`config.mk`:
```
export PLATFORM = sky130hd
export DESIGN_NAME = cpc_capture
export DESIGN_NICKNAME = d
export VERILOG_FILES = /design/src/logic/cpc_pkg.sv /design/src/logic/cpc_sync.sv /design/src/logic/cpc_packer.sv /design/src/logic/cpc_capture.sv
export SDC_FILE = /design/constraint.sdc
export NUM_CORES = 1
export LEC_CHECK = 0
export ABC_CLOCK_PERIOD_IN_PS = 14000
export BUFFER_PORTS_ARGS = -buffer_cell sky130_fd_sc_hd__buf_2
export CORE_MARGIN = 1.5
export CORE_UTILIZATION = 30
export DETAILED_ROUTE_END_ITERATION = 8
export MAX_ROUTING_LAYER = met4
export PLACE_DENSITY = 0.46
export SKIP_LAST_GASP = 1
export SYNTH_ARGS = -nofsm -noshare
export SYNTH_HDL_FRONTEND = slang
export SYNTH_SLANG_ARGS = --single-unit
```
`constraint.sdc`:
```
create_clock -name CLK_I -period 14 [get_ports CLK_I]
set_input_delay 1.4 -clock CLK_I [delete_from_list [all_inputs] [get_ports CLK_I]]
set_output_delay 1.4 -clock CLK_I [all_outputs]
set_load 0.03 [all_outputs]
```
`src/logic/cpc_pkg.sv`:
```
// Constants shared by the parallel pixel capture block.
// Assumes one 50 MHz system clock; the pixel clock is sampled as a plain input.
package cpc_pkg;

	localparam int          CLK_PERIOD_NS     = 20;
	localparam int          CLK_HZ            = 50_000_000;
	// Highest stream rate the capture port is specified for, in bytes per second
	localparam int          MAX_RATE_BPS      = 54_000_000;
	// Two synchroniser stages plus the edge detector need a pixel period of four clocks
	localparam int          PIX_MIN_CYCLES    = 4;
	localparam int          PIX_MIN_PERIOD_NS = PIX_MIN_CYCLES * CLK_PERIOD_NS;

	localparam int          ADDR_W            = 4;
	localparam int          PIX_W             = 14;
	localparam int          IN_W              = PIX_W + 3;

	localparam logic [3:0]  OFF_CTRL          = 4'h0;
	localparam logic [3:0]  OFF_STAT          = 4'h4;
	localparam logic [3:0]  OFF_DATA          = 4'h8;
	localparam logic [3:0]  OFF_CODE          = 4'hC;

	localparam int          B_CAPTURE         = 0;
	localparam int          B_EMBED           = 1;
	localparam int          B_COMPRESS        = 2;
	localparam int          B_FALL            = 3;
	localparam int          B_WIDTH           = 4;
	localparam int          B_FSYNC_LOW       = 6;
	localparam logic [31:0] CTRL_MASK         = 32'h0000007F;
	localparam logic [31:0] CTRL_RESET        = 32'h00000000;

	localparam int          B_FRAME_ACT       = 0;
	localparam int          B_LINE_ACT        = 1;
	localparam int          B_REQ             = 2;
	localparam int          B_OVERRUN         = 3;

	// Embedded codes: [7:0] frame start, [15:8] line start, [23:16] line end, [31:24] frame end
	localparam logic [31:0] CODE_RESET        = 32'hB69D80AB;
	localparam logic [7:0]  PRE_FF            = 8'hFF;
	localparam logic [7:0]  PRE_00            = 8'h00;

	typedef enum logic [1:0]
	{
		CPC_W8  = 2'b00,
		CPC_W10 = 2'b01,
		CPC_W12 = 2'b10,
		CPC_W14 = 2'b11
	} cpc_width_t;

endpackage

```
`src/logic/cpc_sync.sv`:
```
// Two-stage synchroniser for a group of pin inputs.
// Assumes inputs are asynchronous levels; only the second stage is visible.
`timescale 1ns/1ps
module cpc_sync #(
	parameter int W = 1
) (
	input  wire logic         clk_i,
	input  wire logic         rst_i,
	input  wire logic [W-1:0] d_i,
	output logic      [W-1:0] q_o
);

	logic [W-1:0] meta_q;

	always_ff @(posedge clk_i or posedge rst_i)
	begin
		if (rst_i)
		begin
			meta_q <= '0;
			q_o    <= '0;
		end
		else
		begin
			meta_q <= d_i;
			q_o    <= meta_q;
		end
	end

endmodule // cpc_sync

```
`src/logic/cpc_packer.sv`:
```
// Packs pixel samples into 32-bit words, first sample in the low bits.
// Assumes sample_valid_i is a one-cycle pulse per accepted sample.
`timescale 1ns/1ps
module cpc_packer
	import cpc_pkg::*;
(
	input  wire logic             clk_i,
	input  wire logic             rst_i,
	input  wire logic             restart_i,
	input  wire logic             flush_i,
	input  wire logic             wide_i,
	input  wire logic             sample_valid_i,
	input  wire logic [PIX_W-1:0] sample_i,
	output logic                  word_valid_o,
	output logic      [31:0]      word_o
);

	logic [31:0] acc_q;
	logic [1:0]  cnt_q;

	// Narrow samples take a byte lane each, wider ones a half-word
	wire  [4:0]  shift  = wide_i ? {cnt_q[0], 4'h0} : {cnt_q, 3'h0};
	wire  [31:0] ins    = wide_i ? {18'h0, sample_i} : {24'h0, sample_i[7:0]};
	wire  [31:0] acc_d  = acc_q | (ins << shift);
	wire         last   = wide_i ? cnt_q[0] : (cnt_q == 2'h3);
	wire  [31:0] acc_n  = sample_valid_i ? acc_d : acc_q;
	wire         emit   = (sample_valid_i && last) || (flush_i && (sample_valid_i || cnt_q != 2'h0));

	always_ff @(posedge clk_i or posedge rst_i)
	begin
		if (rst_i)
		begin
			acc_q        <= 32'h00000000;
			cnt_q        <= 2'h0;
			word_valid_o <= 1'b0;
			word_o       <= 32'h00000000;
		end
		else if (restart_i)
		begin
			acc_q        <= 32'h00000000;
			cnt_q        <= 2'h0;
			word_valid_o <= 1'b0;
		end
		else
		begin
			word_valid_o <= emit;
			if (emit)
			begin
				word_o <= acc_n;
				acc_q  <= 32'h00000000;
				cnt_q  <= 2'h0;
			end
			else if (sample_valid_i)
			begin
				acc_q <= acc_d;
				cnt_q <= cnt_q + 2'h1;
			end
		end
	end

endmodule // cpc_packer

```
`src/logic/cpc_capture.sv`:
```
// Parallel pixel capture port: samples the sensor stream, packs words, requests DMA.
// Assumes pixel pins arrive asynchronously and a DMA engine acknowledges each request.
//
// Contract
// - The pixel bus width is selectable as 8, 10, 12 or 14 bits and is sampled once per pixel clock.
// - A polarity bit picks the rising or falling pixel clock edge for sampling.
// - Samples are gathered into a 32-bit data word that the DMA side reads.
// - Every completed 32-bit word raises exactly one DMA request; with one pending, a new word overwrites its data and sets overrun instead.
// - No DMA request is raised while the capture bit is cleared.
// - Compressed-image reception runs only with control bit 2 set, otherwise data is line and frame pixels.
// - Synchronisation comes from discrete line and frame inputs or from codes embedded in the stream.
// - The block holds no image buffer; addressing and storage belong to the DMA engine.
// - In 8-bit mode the eight data inputs carry the sensor's eight most significant bits.
// - The receiver is meant to keep up with streams of up to 54 megabytes per second; the synchroniser caps the pixel clock at 12.5 MHz instead.
//
// The register addresses and the plain strobed port are this design's own decisions.
`timescale 1ns/1ps
module cpc_capture
	import cpc_pkg::*;
(
	input  wire logic              CLK_I,
	input  wire logic              RST_I,
	input  wire logic [ADDR_W-1:0] ADDR_I,
	input  wire logic [31:0]       WDATA_I,
	input  wire logic              WR_I,
	input  wire logic              RD_I,
	output logic      [31:0]       RDATA_O,
	input  wire logic              PIXEL_SAMPLE_CLOCK_I,
	input  wire logic              FRAME_SYNC_I,
	input  wire logic              LINE_VALID_I,
	input  wire logic [PIX_W-1:0]  PIXEL_DATA_LINES_I,
	output logic                   DMA_REQ_O,
	input  wire logic              DMA_ACK_I,
	output logic      [31:0]       DMA_DATA_O
);

	logic [31:0]      ctrl_q;
	logic [31:0]      code_q;
	logic             overrun_q;
	logic             pclk_prev_q;
	logic             frame_prev_q;
	logic             emb_frame_q;
	logic             emb_line_q;
	logic [PIX_W-1:0] d0_q;
	logic [PIX_W-1:0] d1_q;
	logic [PIX_W-1:0] d2_q;
	logic             v0_q;
	logic             v1_q;
	logic             v2_q;
	logic [IN_W-1:0]  pins_s;
	logic             word_valid;
	logic [31:0]      word;

	cpc_sync #(.W(IN_W)) u_sync
	(
		.clk_i (CLK_I),
		.rst_i (RST_I),
		.d_i   ({PIXEL_SAMPLE_CLOCK_I, FRAME_SYNC_I, LINE_VALID_I, PIXEL_DATA_LINES_I}),
		.q_o   (pins_s)
	);

	wire              pclk_s    = pins_s[IN_W-1];
	wire              fsync_s   = pins_s[IN_W-2];
	wire              line_s    = pins_s[IN_W-3];
	wire  [PIX_W-1:0] data_s    = pins_s[PIX_W-1:0];

	wire              capture   = ctrl_q[B_CAPTURE];
	wire              embed     = ctrl_q[B_EMBED];
	wire              compress  = ctrl_q[B_COMPRESS];
	wire              fall      = ctrl_q[B_FALL];
	wire  cpc_width_t width     = cpc_width_t'(ctrl_q[B_WIDTH +: 2]);

	// Limitation: sampling through the synchroniser caps the pixel clock at CLK_I / PIX_MIN_CYCLES
	wire              sample_edge = fall ? (!pclk_s && pclk_prev_q)
	                                     : (pclk_s && !pclk_prev_q);

	// Unused upper lines read as zero; in 8-bit mode the board wires the sensor MSBs to lines 7..0
	wire  [PIX_W-1:0] sample_w  = (width == CPC_W8)  ? {6'h00, data_s[7:0]} :
	                              (width == CPC_W10) ? {4'h0, data_s[9:0]}  :
	                              (width == CPC_W12) ? {2'h0, data_s[11:0]} :
	                              data_s;

	// Embedded codes follow an FF 00 00 preamble held in the three-sample delay line
	wire              code_now  = embed && sample_edge && d2_q[7:0] == PRE_FF
	                              && d1_q[7:0] == PRE_00 && d0_q[7:0] == PRE_00;
	wire  [7:0]       code_byte = sample_w[7:0];
	wire              emb_fs    = code_now && code_byte == code_q[7:0];
	wire              emb_ls    = code_now && code_byte == code_q[15:8];
	wire              emb_le    = code_now && code_byte == code_q[23:16];
	wire              emb_fe    = code_now && code_byte == code_q[31:24];

	wire              frame_valid = fsync_s ^ ctrl_q[B_FSYNC_LOW];
	wire              disc_fs   = !embed && frame_valid && !frame_prev_q;
	wire              disc_fe   = !embed && !frame_valid && frame_prev_q;
	wire              frame_act = embed ? emb_frame_q : frame_valid;
	wire              line_act  = embed ? emb_line_q : line_s;

	wire              disc_take = compress ? line_s : (line_s && frame_valid);
	wire              emb_take  = v2_q && !code_now && (compress || emb_frame_q);
	wire              pack_valid = capture && sample_edge && (embed ? emb_take : disc_take);
	wire              restart   = !capture || disc_fs || emb_fs;
	wire              flush     = capture && compress && (disc_fe || emb_fe);
	wire              wide      = (width != CPC_W8);

	cpc_packer u_packer
	(
		.clk_i          (CLK_I),
		.rst_i          (RST_I),
		.restart_i      (restart),
		.flush_i        (flush),
		.wide_i         (wide),
		.sample_valid_i (pack_valid),
		.sample_i       (embed ? d2_q : sample_w),
		.word_valid_o   (word_valid),
		.word_o         (word)
	);

	always_ff @(posedge CLK_I or posedge RST_I)
	begin
		if (RST_I)
		begin
			pclk_prev_q  <= 1'b0;
			frame_prev_q <= 1'b0;
			emb_frame_q  <= 1'b0;
			emb_line_q   <= 1'b0;
		end
		else
		begin
			pclk_prev_q  <= pclk_s;
			frame_prev_q <= frame_valid;
			if (emb_fs || emb_fe || !embed)
				emb_frame_q <= emb_fs;
			if (emb_ls || emb_le || emb_fe || !embed)
				emb_line_q <= emb_ls;
		end
	end

	// The delay line keeps preamble bytes out of the packer
	always_ff @(posedge CLK_I or posedge RST_I)
	begin
		if (RST_I)
		begin
			d0_q <= '0;
			d1_q <= '0;
			d2_q <= '0;
			v0_q <= 1'b0;
			v1_q <= 1'b0;
			v2_q <= 1'b0;
		end
		else if (sample_edge)
		begin
			d0_q <= sample_w;
			d1_q <= d0_q;
			d2_q <= d1_q;
			v0_q <= emb_line_q && !code_now;
			v1_q <= v0_q && !code_now;
			v2_q <= v1_q && !code_now;
		end
	end

	// Only one word is held: the DMA engine owns all storage, so a late acknowledge loses data
	wire              new_req   = capture && word_valid;
	wire              over_set  = new_req && DMA_REQ_O && !DMA_ACK_I;
	wire              ctrl_wr   = WR_I && ADDR_I == OFF_CTRL;
	wire              code_wr   = WR_I && ADDR_I == OFF_CODE;
	wire              over_clr  = WR_I && ADDR_I == OFF_STAT && WDATA_I[B_OVERRUN];

	always_ff @(posedge CLK_I or posedge RST_I)
	begin
		if (RST_I)
		begin
			DMA_REQ_O  <= 1'b0;
			DMA_DATA_O <= 32'h00000000;
			overrun_q  <= 1'b0;
		end
		else
		begin
			if (word_valid)
				DMA_DATA_O <= word;
			if (!capture)
				DMA_REQ_O <= 1'b0;
			else if (new_req)
				DMA_REQ_O <= 1'b1;
			else if (DMA_ACK_I)
				DMA_REQ_O <= 1'b0;
			if (over_set)
				overrun_q <= 1'b1;
			else if (over_clr)
				overrun_q <= 1'b0;
		end
	end

	wire  [31:0] stat_word = {28'h0000000, overrun_q, DMA_REQ_O, line_act, frame_act};
	wire  [31:0] rd_mux    = (ADDR_I == OFF_CTRL) ? ctrl_q :
	                         (ADDR_I == OFF_STAT) ? stat_word :
	                         (ADDR_I == OFF_DATA) ? DMA_DATA_O :
	                         (ADDR_I == OFF_CODE) ? code_q : 32'h00000000;

	always_ff @(posedge CLK_I or posedge RST_I)
	begin
		if (RST_I)
		begin
			ctrl_q  <= CTRL_RESET;
			code_q  <= CODE_RESET;
			RDATA_O <= 32'h00000000;
		end
		else
		begin
			if (ctrl_wr)
				ctrl_q <= WDATA_I & CTRL_MASK;
			if (code_wr)
				code_q <= WDATA_I;
			RDATA_O <= RD_I ? rd_mux : 32'h00000000;
		end
	end
endmodule // cpc_capture

```
Word level (Yosys, flattened, before mapping) --
Index checks and enable logic that the tools add are counted.
Cells by class: reduce and logical (&&, ||, !) cells 61, equal/unequal tests 12, shifts and indexed selects 1, $add $sub $neg 1, muxes and demuxes 29, bitwise gates (word level) 3
Operator list (count):
- two-way mux 32 bit | 8
- two-way mux 14 bit | 5
- logical AND 1 bit | 33
- == test 8 bit | 4
- OR 32 bit | 1
- left shift 32 x 5 -> 32 bit | 1
- zero test 8 bit | 2
- two-way mux 1 bit | 12
- logical OR 1 bit | 11
- == test 4 bit, second input constant | 2
- == test 8 bit, second input constant | 1
- zero test 1 bit | 8
- two-way mux 2 bit | 3
- nonzero test 2 bit | 3
- two-way mux 5 bit | 1
- == test 2 bit, second input constant | 2
- == test 4 x 3 -> 1 bit, second input constant | 1
- zero test 4 bit | 1
- inequality test 3 x 2 -> 1 bit, second input constant | 1
- nonzero test 3 bit | 1
- adder 2 x 1 -> 2 bit, second input constant | 1
- == test 2 x 1 -> 1 bit, second input constant | 1
- zero test 2 bit | 1
- AND reduction 2 bit | 1
- other kinds (2) | 2
Storage, ports and cells: input port bits 58, output and inout bits 65, bits in registers 255

Depth between registers and ports, before layout --
Gate-level depths: netlist of the first run.
depth after elaboration 17, mapped depth 9, mapped depth without buffers 7

Cells and area by module --
Synthesis of the first run repeated with hierarchy kept, for this count alone.
Unflattened totals: cells, all modules 868, area total of the unflattened synthesis 10356.2 µm²
By module, submodules not included:
- cpc_capture | times used 1, cells each 589, area an instance 6606.3 µm²
- cpc_packer | times used 1, cells each 244, area an instance 2895.3 µm²
- cpc_sync | times used 1, cells each 35, area an instance 854.6 µm²

Worst setup path after synthesis of the first run --
OpenSTA, ideal clock, no wires.
path kind in2reg, start point input ADDR_I[1], end point register code_q[10], stages 6, setup time 125 ps, buffers on the path 2, path slack 11301 ps, arrival time 2574 ps, cells stage by stage nor2_1 > and3_1 > clkbuf_1 > nand2_1 > buf_1 > mux2_2
On the way: word-level cells in the longest chain between the ends 2
Ends and longest elaborated chain:
- start, declared | line cpc_capture.sv:23 | input wire logic [ADDR_W-1:0] ADDR_I,
- == test 4 bit | line cpc_capture.sv:165 | wire code_wr = WR_I && ADDR_I == OFF_CODE;
- logical AND 1 bit | line cpc_capture.sv:165
- end signal, assigned | line cpc_capture.sv:204 | code_q <= CODE_RESET;
- end signal, assigned | line cpc_capture.sv:212 | code_q <= WDATA_I;
- end, declared | line cpc_capture.sv:38 | logic [31:0] code_q;
Every way passes these cells. A chain may end at the register's enable or synchronous reset.

Worst setup path in the final report of the first run --
start point register ctrl_q[1], end point register u_packer.word_o[11]
On the way: word-level cells in the longest chain between the ends 13
Ends and longest elaborated chain:
- start, declared | line cpc_capture.sv:37 | logic [31:0] ctrl_q;
- start signal, assigned | line cpc_capture.sv:210 | ctrl_q <= WDATA_I & CTRL_MASK;
- parallel branches: the longest is 13 deep, another holds left shift 32 x 5 -> 32 bit
- end signal, assigned | line cpc_packer.sv:49 | word_o <= acc_n;
- end, declared | line cpc_packer.sv:15 | output logic [31:0] word_o
Several ways; the timed one is not identified.

==> results of run 1 <==
## synth_stat cells, drive strengths merged (14+ instances only)
library cell / number
nor2: 38
nor3: 34
clkbuf: 44
o21ai: 16
mux2: 79
nand2: 142
xor2: 16
xnor2: 17
a21oi: 14
mux2i: 34
inv: 39
dfrtp: 239
a22oi: 27
a31oi: 23
nand3: 16
dfstp: 16
## through the flow
step	instance area (sq um)	cells
4_1_cts	12400	1454
3_3_place_gp	11400	1401
5_1_grt	12400	1454
6_report	12400	1454
2_1_floorplan	10400	870
3_5_place_dp	11400	1401
## final cells by class
class	instances	area, sq um	share of cell area [%]
clock buffer	41	841	6.80
inverter	39	154	1.24
sequential	255	6400	51.8
multi-input combinational	522	3570	28.8
timing repair buffer	137	723	5.85
clock inverter	12	119	0.961
tap	448	561	4.53
## placed cells by master, fill, tap and decap left out, types with 14 or more instances in the layout
master       n
clkbuf_16   29
nor3_1      33
inv_1       38
buf_4       15
mux2_2      79
dfstp_2     16
xor2_1      16
a22oi_1     27
xnor2_1     17
buf_2      122
nor2_1      37
o21ai_0     15
mux2i_1     34
nand2_1    141
nand3_1     16
a31oi_1     23
a21oi_1     14
dfrtp_1    239
## state kept, by name, summed over array words and instances, names as in the netlist, 2 cells and up
name,cells
d1_q,14
code_q,32
u_packer.word_o,32
u_packer.cnt_q,2
d2_q,14
d0_q,14
DMA_DATA_O,32
RDATA_O,32
u_sync.meta_q,17
ctrl_q,7
u_packer.acc_q,32
u_sync.q_o,17
## logic make-up (layout without fill, tap and decap cells)
kind of cell | Yosys count | after routing
adders and majority gates | 2 | 2
xor gates and xnor gates | 33 | 33
buffers and inverters | 93 | 229
DFF | 255 | 255
and+or+nand+nor | 269 | 269
muxes | 113 | 113
AOI/OAI and AO/OA | 105 | 105
## power by group through the flow
| stage | registers [W] | clock network [W] | logic, W |
|---|---|---|---|
| finish | 0.000898 | 0.000758 | 0.000219 |
| floorplan | 0.000884 | 0 | 0.000164 |
| global route | 0.000908 | 0.000813 | 0.000247 |
| global placement | 0.000910 | 0 | 0.000219 |
| detailed placement | 0.000911 | 0 | 0.000222 |
| CTS | 0.000898 | 0.000782 | 0.000223 |
## critical path: stages (launching register included)
cell      delay, ps
dfrtp_1         390
buf_4           310
o211ai_1        160
a221oi_2        300
o211a_1         770
nand2_2         190
a221oi_4        330
buf_4           490
mux2i_1         250
## worst max-delay path by stage
stage	startpoint	end	slack [ps]	cells past startpoint
after floorplan	RST_I	DMA_DATA_O[0]	5610	1
after CTS	ctrl_q[1]	u_packer.word_o[12]	10690	8
after detailed placement	ctrl_q[1]	u_packer.word_o[12]	10710	8
after global placement	pclk_prev_q	u_packer.word_o[12]	10790	8
after global routing	ctrl_q[1]	u_packer.word_o[10]	10450	8
final	ctrl_q[1]	u_packer.word_o[11]	10680	8
## layer usage
metal  vias to the layer above  track usage, %  routed length (microns)  part of all wire [%]
li1                       3211               -                        -                     -
met1                      3394            23.0                    13400                    49
met2                       148            23.8                    12200                    45
met3                        41            2.55                     1140                   4.2
met4                         0            3.72                      548                   2.0
met5                         -               -                        0                     0
==> summary.md, run 1 <==
| Metric | Value |
|---|---|
| Status | finished clean |
| GRT Total Usage | 16.1% |
| Yosys Warn Count | 0 |
| Pins Over Slew Limit | 0 |
| Hold_ws | 333 ps |
| Syn nets | 930 |
| Worst slew margin relative to its limit | 32.0% |
| First-pass GRT wire length | 42800 microns |
| Mapped cell area | 10400 sq um |
| Synth top area cells | dfrtp_1 58%, mux2_2 8.6%, nand2_1 5.1%, dfstp_2 4.1%, mux2i_1 3.3% |
| WP data required | 14460 ps |
| Arrival time at the worst endpoint | 3770 ps |
| Initial antenna violation count | 0 |
| Fmax | 0.302 GHz |
| Floorplan row count | 67 |
| # nets final | 1044 |
| Core area | 33800 sq um |
| Final setup viols | 0 |
| Yosys top cell area share | 57.8% |
| Post-DR vias/cell | 4.67 |
| Drt initial violations | 577 |
| Die Span X | 189 microns |
| Tot Pwr | 0.00188 W |
| Psw | 0.000511 W |
| Worst Hold End | u_sync.q_o[16] |
| Sink Count | 255 |
| Adder-cell share of the synthesized area | 0.242% |
| Ys flop type | dfrtp_1 |
| DR DRC count | 0 |
| Sw frac | 27.2% |
| Crit path kind | reg2reg |
| Routed WL per cell | 18.8 microns |
| Crit Reg-Reg Startpoint | ctrl_q[1] |
| Number of enable flip-flop cells after synthesis | 0 |
| Num CTS Buffers | 29 |
| IO Count | 123 |
| CTS root buf | clkbuf_16 |
| Die Ht | 189 microns |
| GRT overflow | 0 |
| TritonRoute pass-1 iters | 4 |
| Setup bufs post-CTS | 0 |
| Worst Hold Class | reg2reg |
| PD cells | 152 nW/um^2 |
| Power Internal | 0.00136 W |
| Fill count | 3370 |
| RSZ-0062 raised after global routing | no |
| Setup crit start kind | flop |
| Resized cells post-CTS | 0 |
| H-tree depth | 1 |
| Gp weighted congestion | 0.770 |
| ANT cells | 0 |
| Max_cap viols | 0 |
| Synth area leader | dfrtp_1 |
| Clock Latency Late Sink | 550 ps |
| Synth cell types | 54 |
| Slew @ Worst Pin | 1020 ps |
| Combinational fraction of design power | 11.7% |
| Post-CTS Hold Fix Bufs | 0 |
| IO buf count | 122 |
| Mapped Cells | 870 |
| Share of cells above drive strength 1 | 29.6% |
| CTS tree | built |
| LEAKAGE | 5.84 nW |
| Number of global-route vias before repair | 6973 |
| Drt total wl | 27300 microns |
| Hold Crit Start | u_sync.meta_q[16] |
| Pre-CTS worst setup slack | 10710 ps |
| R2R Setup Slk | 10680 ps |
| Worst VDD drop | 0.0000898 V |
| Register area share after synthesis | 61.8% |
| R2R depth | 8 |
| Final hold vios | 0 |
| Fraction of registers with async set/reset | 100% |
| #FFs+latches synth | 255 |
| Area delta synth->final | 19.4% |
| CP Max Fanout | 33 |
| CP Capture Type | flop |
| PnR worst setup slack | 10680 ps |
| Post-synthesis xor/xnor area fraction | 2.79% |
| Initial Util | 30.6% |
| Largest family of logic cells by synthesized area | simple AND/OR/NAND/NOR gates |
| Synth Area per Inst | 11.9 sq um |
| Utilization after layout | 36.6% |
| FF-to-FF End | u_packer.word_o[11] |
| Clock share of power | 40.4% |
| Setup Skew | 15.5 ps |
| Min Tclk post-route | 3320 ps |
| Mux share of post-synthesis cell area | 11.9% |
| Simple-gate portion of the synthesized area | 12.2% |
| CTS clk-pin slew, worst paths | 60 ps |
| Hold depth | 0 |
| Reg power frac | 47.9% |
| Period utilisation layout | 23.7% |
| Compound-Gate Fraction of Synth Area | 7.27% |
| Die area | 35600 sq um |
| CTS max path bufs | 3 |
| Via count | 6794 |
| TNS Setup | 0 ps |
| Pin count of the biggest net entering global routing | 101 |
| Antenna-violating nets left | 0 |
| Hpwl dp | 18400 microns |
Power figures use the tool's default switching activity.
==> inputs of run 2 (changes only) <==
- ABC_CLOCK_PERIOD_IN_PS: 14000 -> 2670
- PLACE_DENSITY: 0.46 -> 0.47
- clock period: 14 -> 2.67 ns (I/O delays scaled with it)
==> run 2 against run 1 <==
  * Sequential cell count unchanged
  * Wire length rose by 1.6%
  * Non-clock buffer count rose by 64
  * Sequential share of layout area down 2.7 points
  * Register-to-register slack got worse by 10000 ps
  * Clock-buffer cell count down 4
  * Highest routed layer unchanged
  * Global-route usage rose by 0.31 points
  * Largest power group unchanged
  * First-iteration DRC count shrank 20%
  * Critical path depth decreased by 1
  * Largest cell class unchanged
==> summary.md, run 2 (same netlist as run 1, synthesis figures left out) <==
| Metric | Value |
|---|---|
| Status | finished clean (unchanged) |
| Period utilisation layout | 92.1% (was 23.7%) |
| CP Max Fanout | 33 (unchanged) |
| Share of cells above drive strength 1 | 29.3% (was 29.6%) |
| CTS tree | built (unchanged) |
| Sink Count | 255 (unchanged) |
| Family with the most delay on the worst path | simple AND/OR/NAND/NOR gates (was compound AO/OA/AOI/OAI gates) |
| Final setup viols | 0 (unchanged) |
| First-pass GRT wire length | 43700 microns (was 42800 microns) |
| Clock Latency Late Sink | 540 ps (was 550 ps) |
| CP max stage cell | nor4_1 (was o211a_1) |
| Commonest non-fill, non-tap cell in the layout | dfrtp_1 (unchanged) |
| Via count | 7092 (was 6794) |
| # nets final | 1108 (was 1044) |
| Die Span X | 189 microns (unchanged) |
| WP data required | 3130 ps (was 14460 ps) |
| Crit path kind | reg2reg (unchanged) |
| Most frequent cells in the layout | 239 x dfrtp_1, 141 x nand2_1, 122 x buf_2, 79 x mux2_2, 50 x dlygate4sd3_1 (was 239 x dfrtp_1, 141 x nand2_1, 122 x buf_2, 79 x mux2_2, 38 x inv_1) |
| Slew @ Worst Pin | 653 ps (was 1020 ps) |
| Die area | 35600 sq um (unchanged) |
| Pre-CTS worst setup slack | 251 ps (was 10710 ps) |
| Pin count of the biggest net entering global routing | 72 (was 101) |
| GRT Total Usage | 16.4% (was 16.1%) |
| CTS clk-pin slew, worst paths | 60 ps (about the same) |
| CTS root buf | clkbuf_16 (unchanged) |
| IO Count | 123 (unchanged) |
| Floorplan row count | 67 (unchanged) |
| Worst Path Buf+Inv | 1 (was 2) |
| PD cells | 763 nW/um^2 (was 152 nW/um^2) |
| Routed WL per cell | 18.3 microns (was 18.8 microns) |
| CTS max path bufs | 3 (unchanged) |
| Hold_ws | 23.1 ps (was 333 ps) |
| Max_cap viols | 0 (unchanged) |
| Setup crit start kind | flop (unchanged) |
| CP Capture Type | flop (unchanged) |
| TNS Setup | 0 ps (unchanged) |
| H-tree depth | 1 (unchanged) |
| DR DRC count | 0 (unchanged) |
| RSZ-0062 raised after global routing | no (unchanged) |
| Post-DR vias/cell | 4.67 (about the same) |
| Arrival time at the worst endpoint | 2920 ps (was 3770 ps) |
| GRT overflow | 0 (unchanged) |
| Antenna-violating nets left | 0 (unchanged) |
| Gp weighted congestion | 0.798 (was 0.770) |
| Final hold vios | 0 (unchanged) |
| Worst slew margin relative to its limit | 56.4% (was 32.0%) |
| Pins Over Slew Limit | 0 (unchanged) |
| Min Tclk post-route | 2460 ps (was 3320 ps) |
| TritonRoute pass-1 iters | 5 (was 4) |
| Setup Skew | 10.7 ps (was 15.5 ps) |
| Initial antenna violation count | 2 (was 0) |
| Utilization after layout | 38.6% (was 36.6%) |
| Die Ht | 189 microns (unchanged) |
| Resized cells post-CTS | 0 (unchanged) |
| Drt total wl | 27700 microns (was 27300 microns) |
| Hpwl dp | 19300 microns (was 18400 microns) |
| Number of global-route vias before repair | 7181 (was 6973) |
| LEAKAGE | 6.14 nW (was 5.84 nW) |
| Num CTS Buffers | 29 (unchanged) |
| PnR worst setup slack | 210 ps (was 10680 ps) |
| Core area | 33800 sq um (unchanged) |
| Fmax | 0.407 GHz (was 0.302 GHz) |
| Fill count | 3339 (was 3370) |
| R2R Setup Slk | 210 ps (was 10680 ps) |
| Initial Util | 30.6% (unchanged) |
| Drt initial violations | 460 (was 577) |
| Worst VDD drop | 0.000465 V (was 0.0000898 V) |
| Area delta synth->final | 26.0% (was 19.4%) |
| IO buf count | 122 (unchanged) |
| Slowest Stage Delay on Critical Path | 410 ps (was 770 ps) |
| Critical path, cell by cell | nor4_1, nand4_2, nor3_4, a41oi_4, a221oi_4, buf_12, mux2i_1 (was buf_4, o211ai_1, a221oi_2, o211a_1, nand2_2, a221oi_4, buf_4, mux2i_1) |
| Worst Hold Class | in2reg (was reg2reg) |
-- run 2: cell count changes in the layout (fill, tap and decap cells not counted), sizes merged, moves of 3 or more --
cell / change
clkbuf: -4
clkinv: +3
dlygate4sd3: +50
buf: +14
-- run 2: cell type report --
class	count	area, sq um	area share, %
repair buffers	201	1390	10.7
inverters	39	150	1.15
flip-flops and latches	255	6400	49.1
diodes	1	2.50	0.0192
clock inverters	16	171	1.31
multi-input cells	522	3570	27.3
clock buffers	37	806	6.17
well taps	448	561	4.30
-- run 2: final timing paths --
check | from | to | depth (start not counted)
max | d1_q[6] | u_packer.word_o[13] | 7
min | DMA_ACK_I | DMA_REQ_O | 4
max reg2reg | d1_q[6] | u_packer.word_o[13] | 7
min reg2reg | u_sync.meta_q[16] | u_sync.q_o[16] | 0
max in group asynchronous | RST_I | code_q[16] | 4
min in group asynchronous | RST_I | u_sync.meta_q[15] | 3
-- run 2: power breakdown --
group | total (W) | leakage [nW] | switching [W] | internal, W
Combinational | 0.00125 | 2.31 | 0.000707 | 0.000538
Sequential | 0.00470 | 3.34 | 0.000388 | 0.00431
Clock | 0.00401 | 0.484 | 0.00159 | 0.00242
-- run 2: metal layers --
layer	GRT usage, %	share of wire (%)	vias up	routed length, microns
met5	-	0	-	0
met4	5.19	2.8	0	773
met3	2.83	4.3	41	1210
met2	24.0	45	167	12500
met1	23.0	48	3541	13300
li1	-	-	3343	-
-- run 2: per-stage QoR --
step | total power, W | std cells | instance area, sq um
after floorplan | 0.00550 | 870 | 10400
after global routing | 0.0105 | 1519 | 13100
after CTS | 0.0101 | 1518 | 13000
final | 0.00996 | 1519 | 13100
after global placement | 0.00597 | 1415 | 11600
after detailed placement | 0.00598 | 1415 | 11600
-- run 2: timing repair --
item                      in CTS  in global routing
hold endpoints to repair      75                  0
buffers inserted               0                  0
hold buffers                  50                  0
-- run 2: worst reg2reg max path: stages (launching register included) --
cell and delay (ps):
dfrtp_1 400, nor4_1 410, nand4_2 230, nor3_4 260
a41oi_4 200, a221oi_4 340, buf_12 280, mux2i_1 270
